### src/dmairq_defs.svh
// Offsets, field positions, reset values and timing counts of the DMA interrupt logic
`ifndef DMAIRQ_DEFS_SVH
`define DMAIRQ_DEFS_SVH
`define DMAIRQ_OFF_CTRL 4'h0
`define DMAIRQ_OFF_VECT 4'h4
`define DMAIRQ_OFF_STAT 4'h8
`define DMAIRQ_OFF_CMD 4'hc
`define DMAIRQ_CTRL_IRQ_EN 0
`define DMAIRQ_CTRL_IOR 1
`define DMAIRQ_CTRL_CONT 2
`define DMAIRQ_CTRL_SAV 3
`define DMAIRQ_CMD_ENABLE 0
`define DMAIRQ_CMD_DISABLE 1
`define DMAIRQ_CMD_RETURN 2
`define DMAIRQ_CMD_RESET_IRQ 3
`define DMAIRQ_CMD_DONE 4
`define DMAIRQ_STAT_PEND 0
`define DMAIRQ_STAT_INSVC 1
`define DMAIRQ_STAT_BUS_REQUEST_N 2
`define DMAIRQ_STAT_ENABLED 3
`define DMAIRQ_STAT_RDY 4
`define DMAIRQ_CTRL_RST 4'h0
`define DMAIRQ_VECT_RST 8'h00
`define DMAIRQ_RET_OP0 8'hed
`define DMAIRQ_RET_OP1 8'h4d
`define DMAIRQ_BUS_REQUEST_N_MAX_CYC 2
`endif

### src/dmairq_pkg.sv
// Types of the DMA interrupt logic
package dmairq_pkg;
  // Return-opcode decoder states, one-hot
  typedef enum logic [2:0] {
    DMAIRQ_RET_IDLE = 3'b001,
    DMAIRQ_RET_GOT_ED = 3'b010,
    DMAIRQ_RET_HIT = 3'b100
  } dmairq_ret_t;
endpackage

### src/dmairq_top.sv
// Interrupt logic of a byte-wide DMA controller with Avalon-MM register slave
//
// Function
// - Drive 8-bit vector on data bus during the host acknowledge cycle.
// - Vector may optionally carry present status bits in its low bits.
// - Pending latch sets on unacknowledged request; holds interrupt request low.
// - In-service latch sets on acknowledge; no further requests while set.
// - While in service, hold chain-enable output low.
// - While in service, never assert bus request.
// - Pending latch clears when in-service latch sets.
// - Lasting cause re-sets pending at once when in-service clears.
// - In-service clears by return opcode or by a control byte.
// - Without interrupt-on-ready, ready active drives bus request low within two cycles.
// - With interrupt-on-ready, ready raises interrupt instead of bus request.
// - Continuous mode with interrupt-on-ready interrupts only on first ready.
// - Watch data bus during opcode fetch and decode return opcode ED4D.
// - Return opcode clears in-service so chain-enable output may rise.
// - Return opcode re-enables bus request only with interrupt-on-ready and enable.
// - Hold priority and place vector only while chain-enable input high.
// - Device needing service drives chain-enable output low.
// - Low chain-enable input propagates to chain-enable output.
// - Once bus won, keep it until the task completes.
// - Accept control bytes reproducing the return opcode's effects.
//
// Implementation choices: the Avalon-MM register port and the address map.
`timescale 1ns/100ps
`include "dmairq_defs.svh"
module dmairq_top (
  // Clock and reset
  input wire logic i_clk_sys,
  input wire logic i_rst,
  // Avalon-MM register slave
  input wire logic [3:0] i_avs_address,
  input wire logic i_avs_read,
  input wire logic i_avs_write,
  input wire logic [31:0] i_avs_writedata,
  output logic [31:0] o_avs_readdata,
  output logic o_avs_waitrequest,
  // Host bus pins
  input wire logic i_opcode_fetch_n,
  input wire logic i_io_request_n,
  input wire logic [7:0] i_data,
  output logic [7:0] o_data,
  output logic o_data_oe,
  // Interrupt and daisy chain
  output logic o_int_n,
  input wire logic i_chain_enable_in,
  output logic o_chain_enable_out,
  // Bus-request logic
  input wire logic i_ready,
  input wire logic i_block_cause,
  input wire logic i_task_done,
  output logic o_bus_request_n
);
  import dmairq_pkg::*;

  ////////////////////////////////////////////////////////////////////////////
  // Pin synchronisers: first stage feeds only the second
  logic [11:0] sync1_q;
  logic [11:0] sync2_q;
  always_ff @(posedge i_clk_sys or posedge i_rst) begin
    if (i_rst) begin
      // Idle pin levels, so no false ready or fetch edge follows reset
      sync1_q <= 12'he00;
      sync2_q <= 12'he00;
    end else begin
      sync1_q <= {i_opcode_fetch_n, i_io_request_n, i_chain_enable_in, i_ready, i_data};
      sync2_q <= sync1_q;
    end
  end
  logic fetch_n_s;
  logic ioreq_n_s;
  logic iei_s;
  logic ready_s;
  logic [7:0] data_s;
  assign fetch_n_s = sync2_q[11];
  assign ioreq_n_s = sync2_q[10];
  assign iei_s = sync2_q[9];
  assign ready_s = sync2_q[8];
  assign data_s = sync2_q[7:0];

  // Edge detection on synchronised strobes
  logic fetch_n_prev_q;
  logic ready_prev_q;
  logic ack_prev_q;
  logic ack_s;
  always_ff @(posedge i_clk_sys or posedge i_rst) begin
    if (i_rst) begin
      fetch_n_prev_q <= 1'b1;
      ready_prev_q <= 1'b0;
      ack_prev_q <= 1'b0;
    end else begin
      fetch_n_prev_q <= fetch_n_s;
      ready_prev_q <= ready_s;
      ack_prev_q <= ack_s;
    end
  end
  assign ack_s = !fetch_n_s && !ioreq_n_s;
  logic ready_rise;
  logic ack_start;
  logic fetch_start;
  assign ready_rise = ready_s && !ready_prev_q;
  assign ack_start = ack_s && !ack_prev_q;
  // Opcode byte is taken once per fetch cycle, on its first low sample
  assign fetch_start = !fetch_n_s && fetch_n_prev_q && ioreq_n_s;

  ////////////////////////////////////////////////////////////////////////////
  // Register file
  logic [3:0] ctrl_q;
  logic [7:0] vect_q;
  logic enabled_q;
  logic bus_req_q;
  logic pend_q;
  logic insvc_q;
  logic rd_ack_q;
  logic [31:0] rdata_d;
  logic wr_cmd;
  logic [7:0] cmd_byte;
  assign wr_cmd = i_avs_write && (i_avs_address == `DMAIRQ_OFF_CMD);
  assign cmd_byte = i_avs_writedata[7:0];

  // Writes complete with no wait; reads take one wait cycle so data is registered
  always_ff @(posedge i_clk_sys or posedge i_rst) begin
    if (i_rst) begin
      ctrl_q <= `DMAIRQ_CTRL_RST;
      vect_q <= `DMAIRQ_VECT_RST;
    end else if (i_avs_write) begin
      if (i_avs_address == `DMAIRQ_OFF_CTRL) begin
        ctrl_q <= i_avs_writedata[3:0];
      end
      if (i_avs_address == `DMAIRQ_OFF_VECT) begin
        vect_q <= i_avs_writedata[7:0];
      end
    end
  end

  // Read data mux; unmapped offsets read zero
  always_comb begin
    rdata_d = 32'h0000_0000;
    case (i_avs_address)
      `DMAIRQ_OFF_CTRL: rdata_d = {28'h000_0000, ctrl_q};
      `DMAIRQ_OFF_VECT: rdata_d = {24'h00_0000, vect_q};
      `DMAIRQ_OFF_STAT: rdata_d = {27'h000_0000, ready_s, enabled_q, bus_req_q, insvc_q, pend_q};
      default: rdata_d = 32'h0000_0000;
    endcase
  end

  always_ff @(posedge i_clk_sys or posedge i_rst) begin
    if (i_rst) begin
      rd_ack_q <= 1'b0;
      o_avs_readdata <= 32'h0000_0000;
    end else begin
      rd_ack_q <= i_avs_read && !rd_ack_q;
      if (i_avs_read && !rd_ack_q) begin
        o_avs_readdata <= rdata_d;
      end
    end
  end
  assign o_avs_waitrequest = i_avs_read && !rd_ack_q;

  logic ior_en;
  logic cont_mode;
  logic irq_en;
  assign irq_en = ctrl_q[`DMAIRQ_CTRL_IRQ_EN];
  assign ior_en = ctrl_q[`DMAIRQ_CTRL_IOR];
  assign cont_mode = ctrl_q[`DMAIRQ_CTRL_CONT];

  ////////////////////////////////////////////////////////////////////////////
  // Return opcode decoder: ED then 4D on consecutive fetch cycles
  dmairq_ret_t ret_q;
  always_ff @(posedge i_clk_sys or posedge i_rst) begin
    if (i_rst) begin
      ret_q <= DMAIRQ_RET_IDLE;
    end else if (fetch_start) begin
      case (ret_q)
        DMAIRQ_RET_IDLE, DMAIRQ_RET_HIT: ret_q <= (data_s == `DMAIRQ_RET_OP0) ? DMAIRQ_RET_GOT_ED : DMAIRQ_RET_IDLE;
        DMAIRQ_RET_GOT_ED: begin
          if (data_s == `DMAIRQ_RET_OP1) begin
            ret_q <= DMAIRQ_RET_HIT;
          end else if (data_s == `DMAIRQ_RET_OP0) begin
            ret_q <= DMAIRQ_RET_GOT_ED;
          end else begin
            ret_q <= DMAIRQ_RET_IDLE;
          end
        end
        default: ret_q <= DMAIRQ_RET_IDLE;
      endcase
    end else if (ret_q == DMAIRQ_RET_HIT) begin
      ret_q <= DMAIRQ_RET_IDLE;
    end
  end
  logic ret_hit;
  assign ret_hit = (ret_q == DMAIRQ_RET_HIT);

  // Return effect from opcode or from the equivalent control byte
  logic ret_any;
  assign ret_any = ret_hit || (wr_cmd && cmd_byte[`DMAIRQ_CMD_RETURN]);

  ////////////////////////////////////////////////////////////////////////////
  // Enable state; interrupt-on-ready defers re-enable to the return
  logic enable_armed_q;
  always_ff @(posedge i_clk_sys or posedge i_rst) begin
    if (i_rst) begin
      enabled_q <= 1'b0;
      enable_armed_q <= 1'b0;
    end else if (wr_cmd && cmd_byte[`DMAIRQ_CMD_DISABLE]) begin
      enabled_q <= 1'b0;
      enable_armed_q <= 1'b0;
    end else if (wr_cmd && cmd_byte[`DMAIRQ_CMD_ENABLE]) begin
      // Inside a service routine with the option on, enabling waits for the return
      if (ior_en && insvc_q) begin
        enable_armed_q <= 1'b1;
      end else begin
        enabled_q <= 1'b1;
      end
    end else if (ret_any && ior_en && enable_armed_q) begin
      enabled_q <= 1'b1;
      enable_armed_q <= 1'b0;
    end
  end

  ////////////////////////////////////////////////////////////////////////////
  // Interrupt-on-ready latch: in continuous mode only the first ready counts
  logic ior_seen_q;
  logic ior_cause;
  always_ff @(posedge i_clk_sys or posedge i_rst) begin
    if (i_rst) begin
      ior_seen_q <= 1'b0;
    end else if (!enabled_q || !ior_en) begin
      ior_seen_q <= 1'b0;
    end else if (ready_rise && cont_mode) begin
      ior_seen_q <= 1'b1;
    end
  end
  assign ior_cause = ior_en && enabled_q && ready_rise && !(cont_mode && ior_seen_q);

  // Ready served through the service routine: only an enable written inside it arms the request
  logic ior_go_q;
  always_ff @(posedge i_clk_sys or posedge i_rst) begin
    if (i_rst) begin
      ior_go_q <= 1'b0;
    end else if (ret_any && ior_en && enable_armed_q) begin
      ior_go_q <= 1'b1;
    end else if (!ior_en || !enabled_q || i_task_done || (wr_cmd && cmd_byte[`DMAIRQ_CMD_DONE])) begin
      // Cleared when the task ends, so a finished task is not requested again
      ior_go_q <= 1'b0;
    end
  end

  ////////////////////////////////////////////////////////////////////////////
  // Pending and in-service latches
  logic cause;
  logic ack_win;
  assign cause = irq_en && (ior_cause || i_block_cause);
  // Only the upstream-enabled device with a pending request takes the acknowledge
  assign ack_win = ack_start && pend_q && iei_s;

  always_ff @(posedge i_clk_sys or posedge i_rst) begin
    if (i_rst) begin
      insvc_q <= 1'b0;
    end else if (ack_win) begin
      insvc_q <= 1'b1;
    end else if (ret_any || (wr_cmd && cmd_byte[`DMAIRQ_CMD_RESET_IRQ])) begin
      insvc_q <= 1'b0;
    end
  end

  // Held cause re-pends once service ends; acknowledge wins over setting, setting wins over the reset command
  logic held_cause_q;
  always_ff @(posedge i_clk_sys or posedge i_rst) begin
    if (i_rst) begin
      pend_q <= 1'b0;
      held_cause_q <= 1'b0;
    end else begin
      if (ack_win) begin
        pend_q <= 1'b0;
        held_cause_q <= i_block_cause;
      end else if ((cause || (held_cause_q && i_block_cause)) && !insvc_q) begin
        pend_q <= 1'b1;
        held_cause_q <= 1'b0;
      end else if (wr_cmd && cmd_byte[`DMAIRQ_CMD_RESET_IRQ]) begin
        pend_q <= 1'b0;
        held_cause_q <= 1'b0;
      end
    end
  end

  ////////////////////////////////////////////////////////////////////////////
  // Bus request: held until the task completes once the bus is taken
  logic req_cond;
  assign req_cond = enabled_q && !insvc_q && (ior_en ? ior_go_q : ready_s);
  always_ff @(posedge i_clk_sys or posedge i_rst) begin
    if (i_rst) begin
      bus_req_q <= 1'b0;
    end else if (insvc_q || !enabled_q || i_task_done || (wr_cmd && cmd_byte[`DMAIRQ_CMD_DONE])) begin
      bus_req_q <= 1'b0;
    end else if (req_cond) begin
      bus_req_q <= 1'b1;
    end
  end

  ////////////////////////////////////////////////////////////////////////////
  // Output pins, all registered
  logic [7:0] vector;
  // Status affects vector replaces low bits with pending cause and ready
  assign vector = ctrl_q[`DMAIRQ_CTRL_SAV] ? {vect_q[7:2], i_block_cause, ready_s} : vect_q;

  always_ff @(posedge i_clk_sys or posedge i_rst) begin
    if (i_rst) begin
      o_int_n <= 1'b1;
      o_chain_enable_out <= 1'b0;
      o_bus_request_n <= 1'b1;
      o_data <= 8'h00;
      o_data_oe <= 1'b0;
    end else begin
      o_int_n <= !(pend_q && !insvc_q);
      o_chain_enable_out <= iei_s && !insvc_q && !pend_q;
      o_bus_request_n <= !(bus_req_q && !insvc_q);
      if (ack_win) begin
        o_data <= vector;
        o_data_oe <= 1'b1;
      end else if (!ack_s) begin
        o_data_oe <= 1'b0;
      end
    end
  end
endmodule

### config.mk
export PLATFORM = sky130hd
export DESIGN_NAME = dmairq_top
export DESIGN_NICKNAME = d
export VERILOG_FILES = /design/src/dmairq_pkg.sv /design/src/dmairq_top.sv
export VERILOG_INCLUDE_DIRS = /design/src
export SDC_FILE = /design/constraint.sdc
export NUM_CORES = 1
export LEC_CHECK = 0
export BUFFER_PORTS_ARGS = -buffer_cell sky130_fd_sc_hd__buf_2
export CAP_MARGIN = 20
export CORE_MARGIN = 2
export CORE_UTILIZATION = 54
export CTS_CLUSTER_DIAMETER = 150
export CTS_CLUSTER_SIZE = 40
export DETAILED_ROUTE_END_ITERATION = 8
export GPL_TIMING_DRIVEN = 0
export PLACE_DENSITY = 0.94
export SETUP_SLACK_MARGIN = 0.5
export SYNTH_ARGS = -nofsm -noshare
export SYNTH_HDL_FRONTEND = slang
export SYNTH_SLANG_ARGS = --single-unit
export TNS_END_PERCENT = 1
### constraint.sdc
create_clock -name i_clk_sys -period 7.15 [get_ports i_clk_sys]
set_clock_uncertainty 0.15 [all_clocks]
set_input_delay 1.43 -clock i_clk_sys [delete_from_list [all_inputs] [get_ports i_clk_sys]]
set_output_delay 1.43 -clock i_clk_sys [all_outputs]
set_load 0.01 [all_outputs]
==> flow_summary.json <==
{
  "crit_type": "in -> out",
  "grt_util_all_layers_pct": 21.4,
  "cts.sinks": 71,
  "grt_pass1_vias": 2030,
  "grt_max_degree": 38,
  "synth_edf_count": 0,
  "post-route-period-util_pct": 50.7,
  "worstSetupStartpointType": "input pin",
  "gp_congestion": 0.842,
  "synth_largest_area_cell": "dfrtp_1",
  "slowest_stage": "buf_2",
  "clk_pin_slew_ns": 0.07,
  "cts-root-buf": "clkbuf_8",
  "ys_warn_count": 0,
  "finalCriticalPeriod_ns": 3.62,
  "rows": 26,
  "die_x_um": 77.7,
  "dp_cells": 368,
  "num-fill-cells": 360,
  "required_ns": 5.57,
  "dominantRegCellSynth": "dfrtp_1",
  "end_kind": "primary output",
  "num_vias": 1959,
  "io_pins": 99,
  "start_util_pct": 56.7,
  "die_h_um": 77.7,
  "die-area_um2": 6030,
  "ys_ff_latch": 71,
  "grt_antenna_before_repair": 0,
  "seq_area_frac_synth_pct": 61.0,
  "drive_above_1_share_pct": 43.6,
  "final_hold_viol_count": 0,
  "portBuffers": 50,
  "drt_iter0_markers": 135,
  "dpl.hpwl_um": 4340,
  "regArea_um2": 1790,
  "fmax_mhz": 276,
  "mappedNetlistArea_um2": 2930,
  "numCtsBuffers": 9,
  "min_path_type": "reg -> reg",
  "nets": 363,
  "core_area_um2": 5170,
  "tns_ns": 0,
  "post_cts_buffers": 0,
  "crit_chain": "buf_2 > nand2b_1 > buf_2 > inv_1 > buf_2",
  "final-max-slew-violation-count": 0,
  "cts.htree.levels": 3,
  "avgSynthCellArea_um2": 13.1,
  "syn_inst": 224,
  "detail-route-antenna-nets": 0,
  "cts_tree": "built",
  "setup_viol": 0,
  "critPathMostFrequentCell": "buf_2",
  "instances_no_fill": 384,
  "synth_top_area_share_pct": 52.1,
  "routedWlPerCell_um": 15.3,
  "grt-ovfl-total": 0,
  "multi_input_area_um2": 977,
  "wl_um": 5870,
  "ys_top_cells_by_count": "dfrtp_1, buf_4, mux2_2",
  "synth_most_common_cell": "dfrtp_1",
  "async_reset_ff_share_pct": 100,
  "dr.pass1.iters": 5,
  "drv_cap": 0,
  "status": "complete, no violations",
  "drc": 0,
  "num_antenna_cells": 0,
  "viasPerCell": 5.10,
  "ctsLongestPathBuffers": 2,
  "crit_arrival_ns": 2.04,
  "tightest_slew_ns": 0.728,
  "grt_pass1_wl_um": 9730,
  "clk_latency_ns": 0.34,
  "critPathMaxFanout": 9,
  "max_stage_delay_ns": 0.20,
  "crit_family": "buffers and inverters",
  "cts_hold_buf": 0,
  "yosys.cell_types.count": 45,
  "path_buf_inv": 4,
  "slew_headroom_pct": 51.4,
  "rsz0062_at_grt": "no",
  "power_density_nw_per_um2": 281,
  "p_leak_nw": 1.79,
  "ctsResizeCount": 0,
  "areaGrowthSynthToFinish_pct": 21.6,
  "synth_area_leaders": "dfrtp_1, dfstp_2, mux2_2, buf_4, a22o_1",
  "irDropWorstVdd_uv": 184
}
metrics by stage:
step                      worst slack (ns)  utilization (%)  cell area, um2  total power, mW  hold WS (ns)
after global routing                  3.43             68.9            3560             1.05         0.208
after CTS                             3.53             68.9            3560             1.01         0.201
after floorplan                       3.79                -            3020            0.633         0.181
after detailed placement              3.54             65.3            3380            0.708         0.186
final                                 3.53             68.9            3560             1.00         0.199
after global placement                3.15             64.9            3360            0.692         0.183
power by group:
| group | internal, mW | switching (mW) |
|---|---|---|
| logic | 0.0949 | 0.0956 |
| registers | 0.468 | 0.0432 |
| clock network | 0.158 | 0.142 |
cell families after synthesis:
family	Yosys count	synth area share, %
flops	71	61.0
simple gates	51	11.3
compound gates	38	9.35
buf+inv	37	8.58
mux	25	9.35
xor+xnor	1	0.299
other cells	1	0.128
routing by layer:
metal | global-route usage [%] | share of wire [%] | vias up
met3 | 6.16 | 6.4 | 13
met1 | 26.1 | 40 | 963
met5 | 0 | 0 | -
met2 | 34.4 | 51 | 81
li1 | - | - | 902
met4 | 11.3 | 2.2 | 0
worst reg2reg max path, stage by stage (launching register included):
cell and delay, ns:
dfstp_2 0.57, nand3b_4 0.10, nor3_1 0.29, o2111ai_1 0.21, a32o_1 0.31
worst paths after layout:
check | to | cells past startpoint | start | slack [ns]
worst max-delay path | o_avs_waitrequest | 5 | i_avs_read | 3.53
worst min-delay path | sync2_q[6] | 0 | sync1_q[6] | 0.20
worst max register to register | ret_q[0] | 4 | sync2_q[10] | 5.45
worst min register to register | sync2_q[6] | 0 | sync1_q[6] | 0.20
max in group asynchronous | sync1_q[9] | 3 | i_rst | 5.09
min in group asynchronous | sync1_q[3] | 2 | i_rst | 1.07
cells in the final DEF (no fill, tap or decap), types with 2 or more instances in the layout:
cell and n:
clkbuf_8 9, a211oi_1 3, nand2_1 16, o21ai_0 10, or3_1 2, nor3b_2 2, nor3_1 2, a22o_1 8
clkinv_2 5, and2_1 3, mux2_2 19, mux2i_1 6, a32o_1 2, nand2b_1 4, buf_4 27, buf_2 52
o21a_1 2, nand3_1 2, nor2_1 5, dfrtp_1 61, dfstp_2 10, inv_1 5, a21oi_1 5, nor3b_1 2
nand4bb_1 2, conb_1 24, nor2b_1 2
flip-flops by register name (all words and copies together), names as in the netlist, 3 cells and up:
| name | flops |
|---|---|
| vect_q | 8 |
| sync2_q | 12 |
| o_avs_readdata | 8 |
| ret_q | 3 |
| sync1_q | 12 |
| o_data | 8 |
| ctrl_q | 4 |
layout make-up:
type                       instances  share of cell area, %
buffer                            31                   6.43
clock buffer                       9                   3.48
clock inverter                     7                   1.79
inverter                           6                  0.632
multi-input combinational        139                   27.4
sequential                        71                   50.2
tap                               70                   2.46
timing repair buffer              51                   7.58
(Power assumes the default switching activity.)
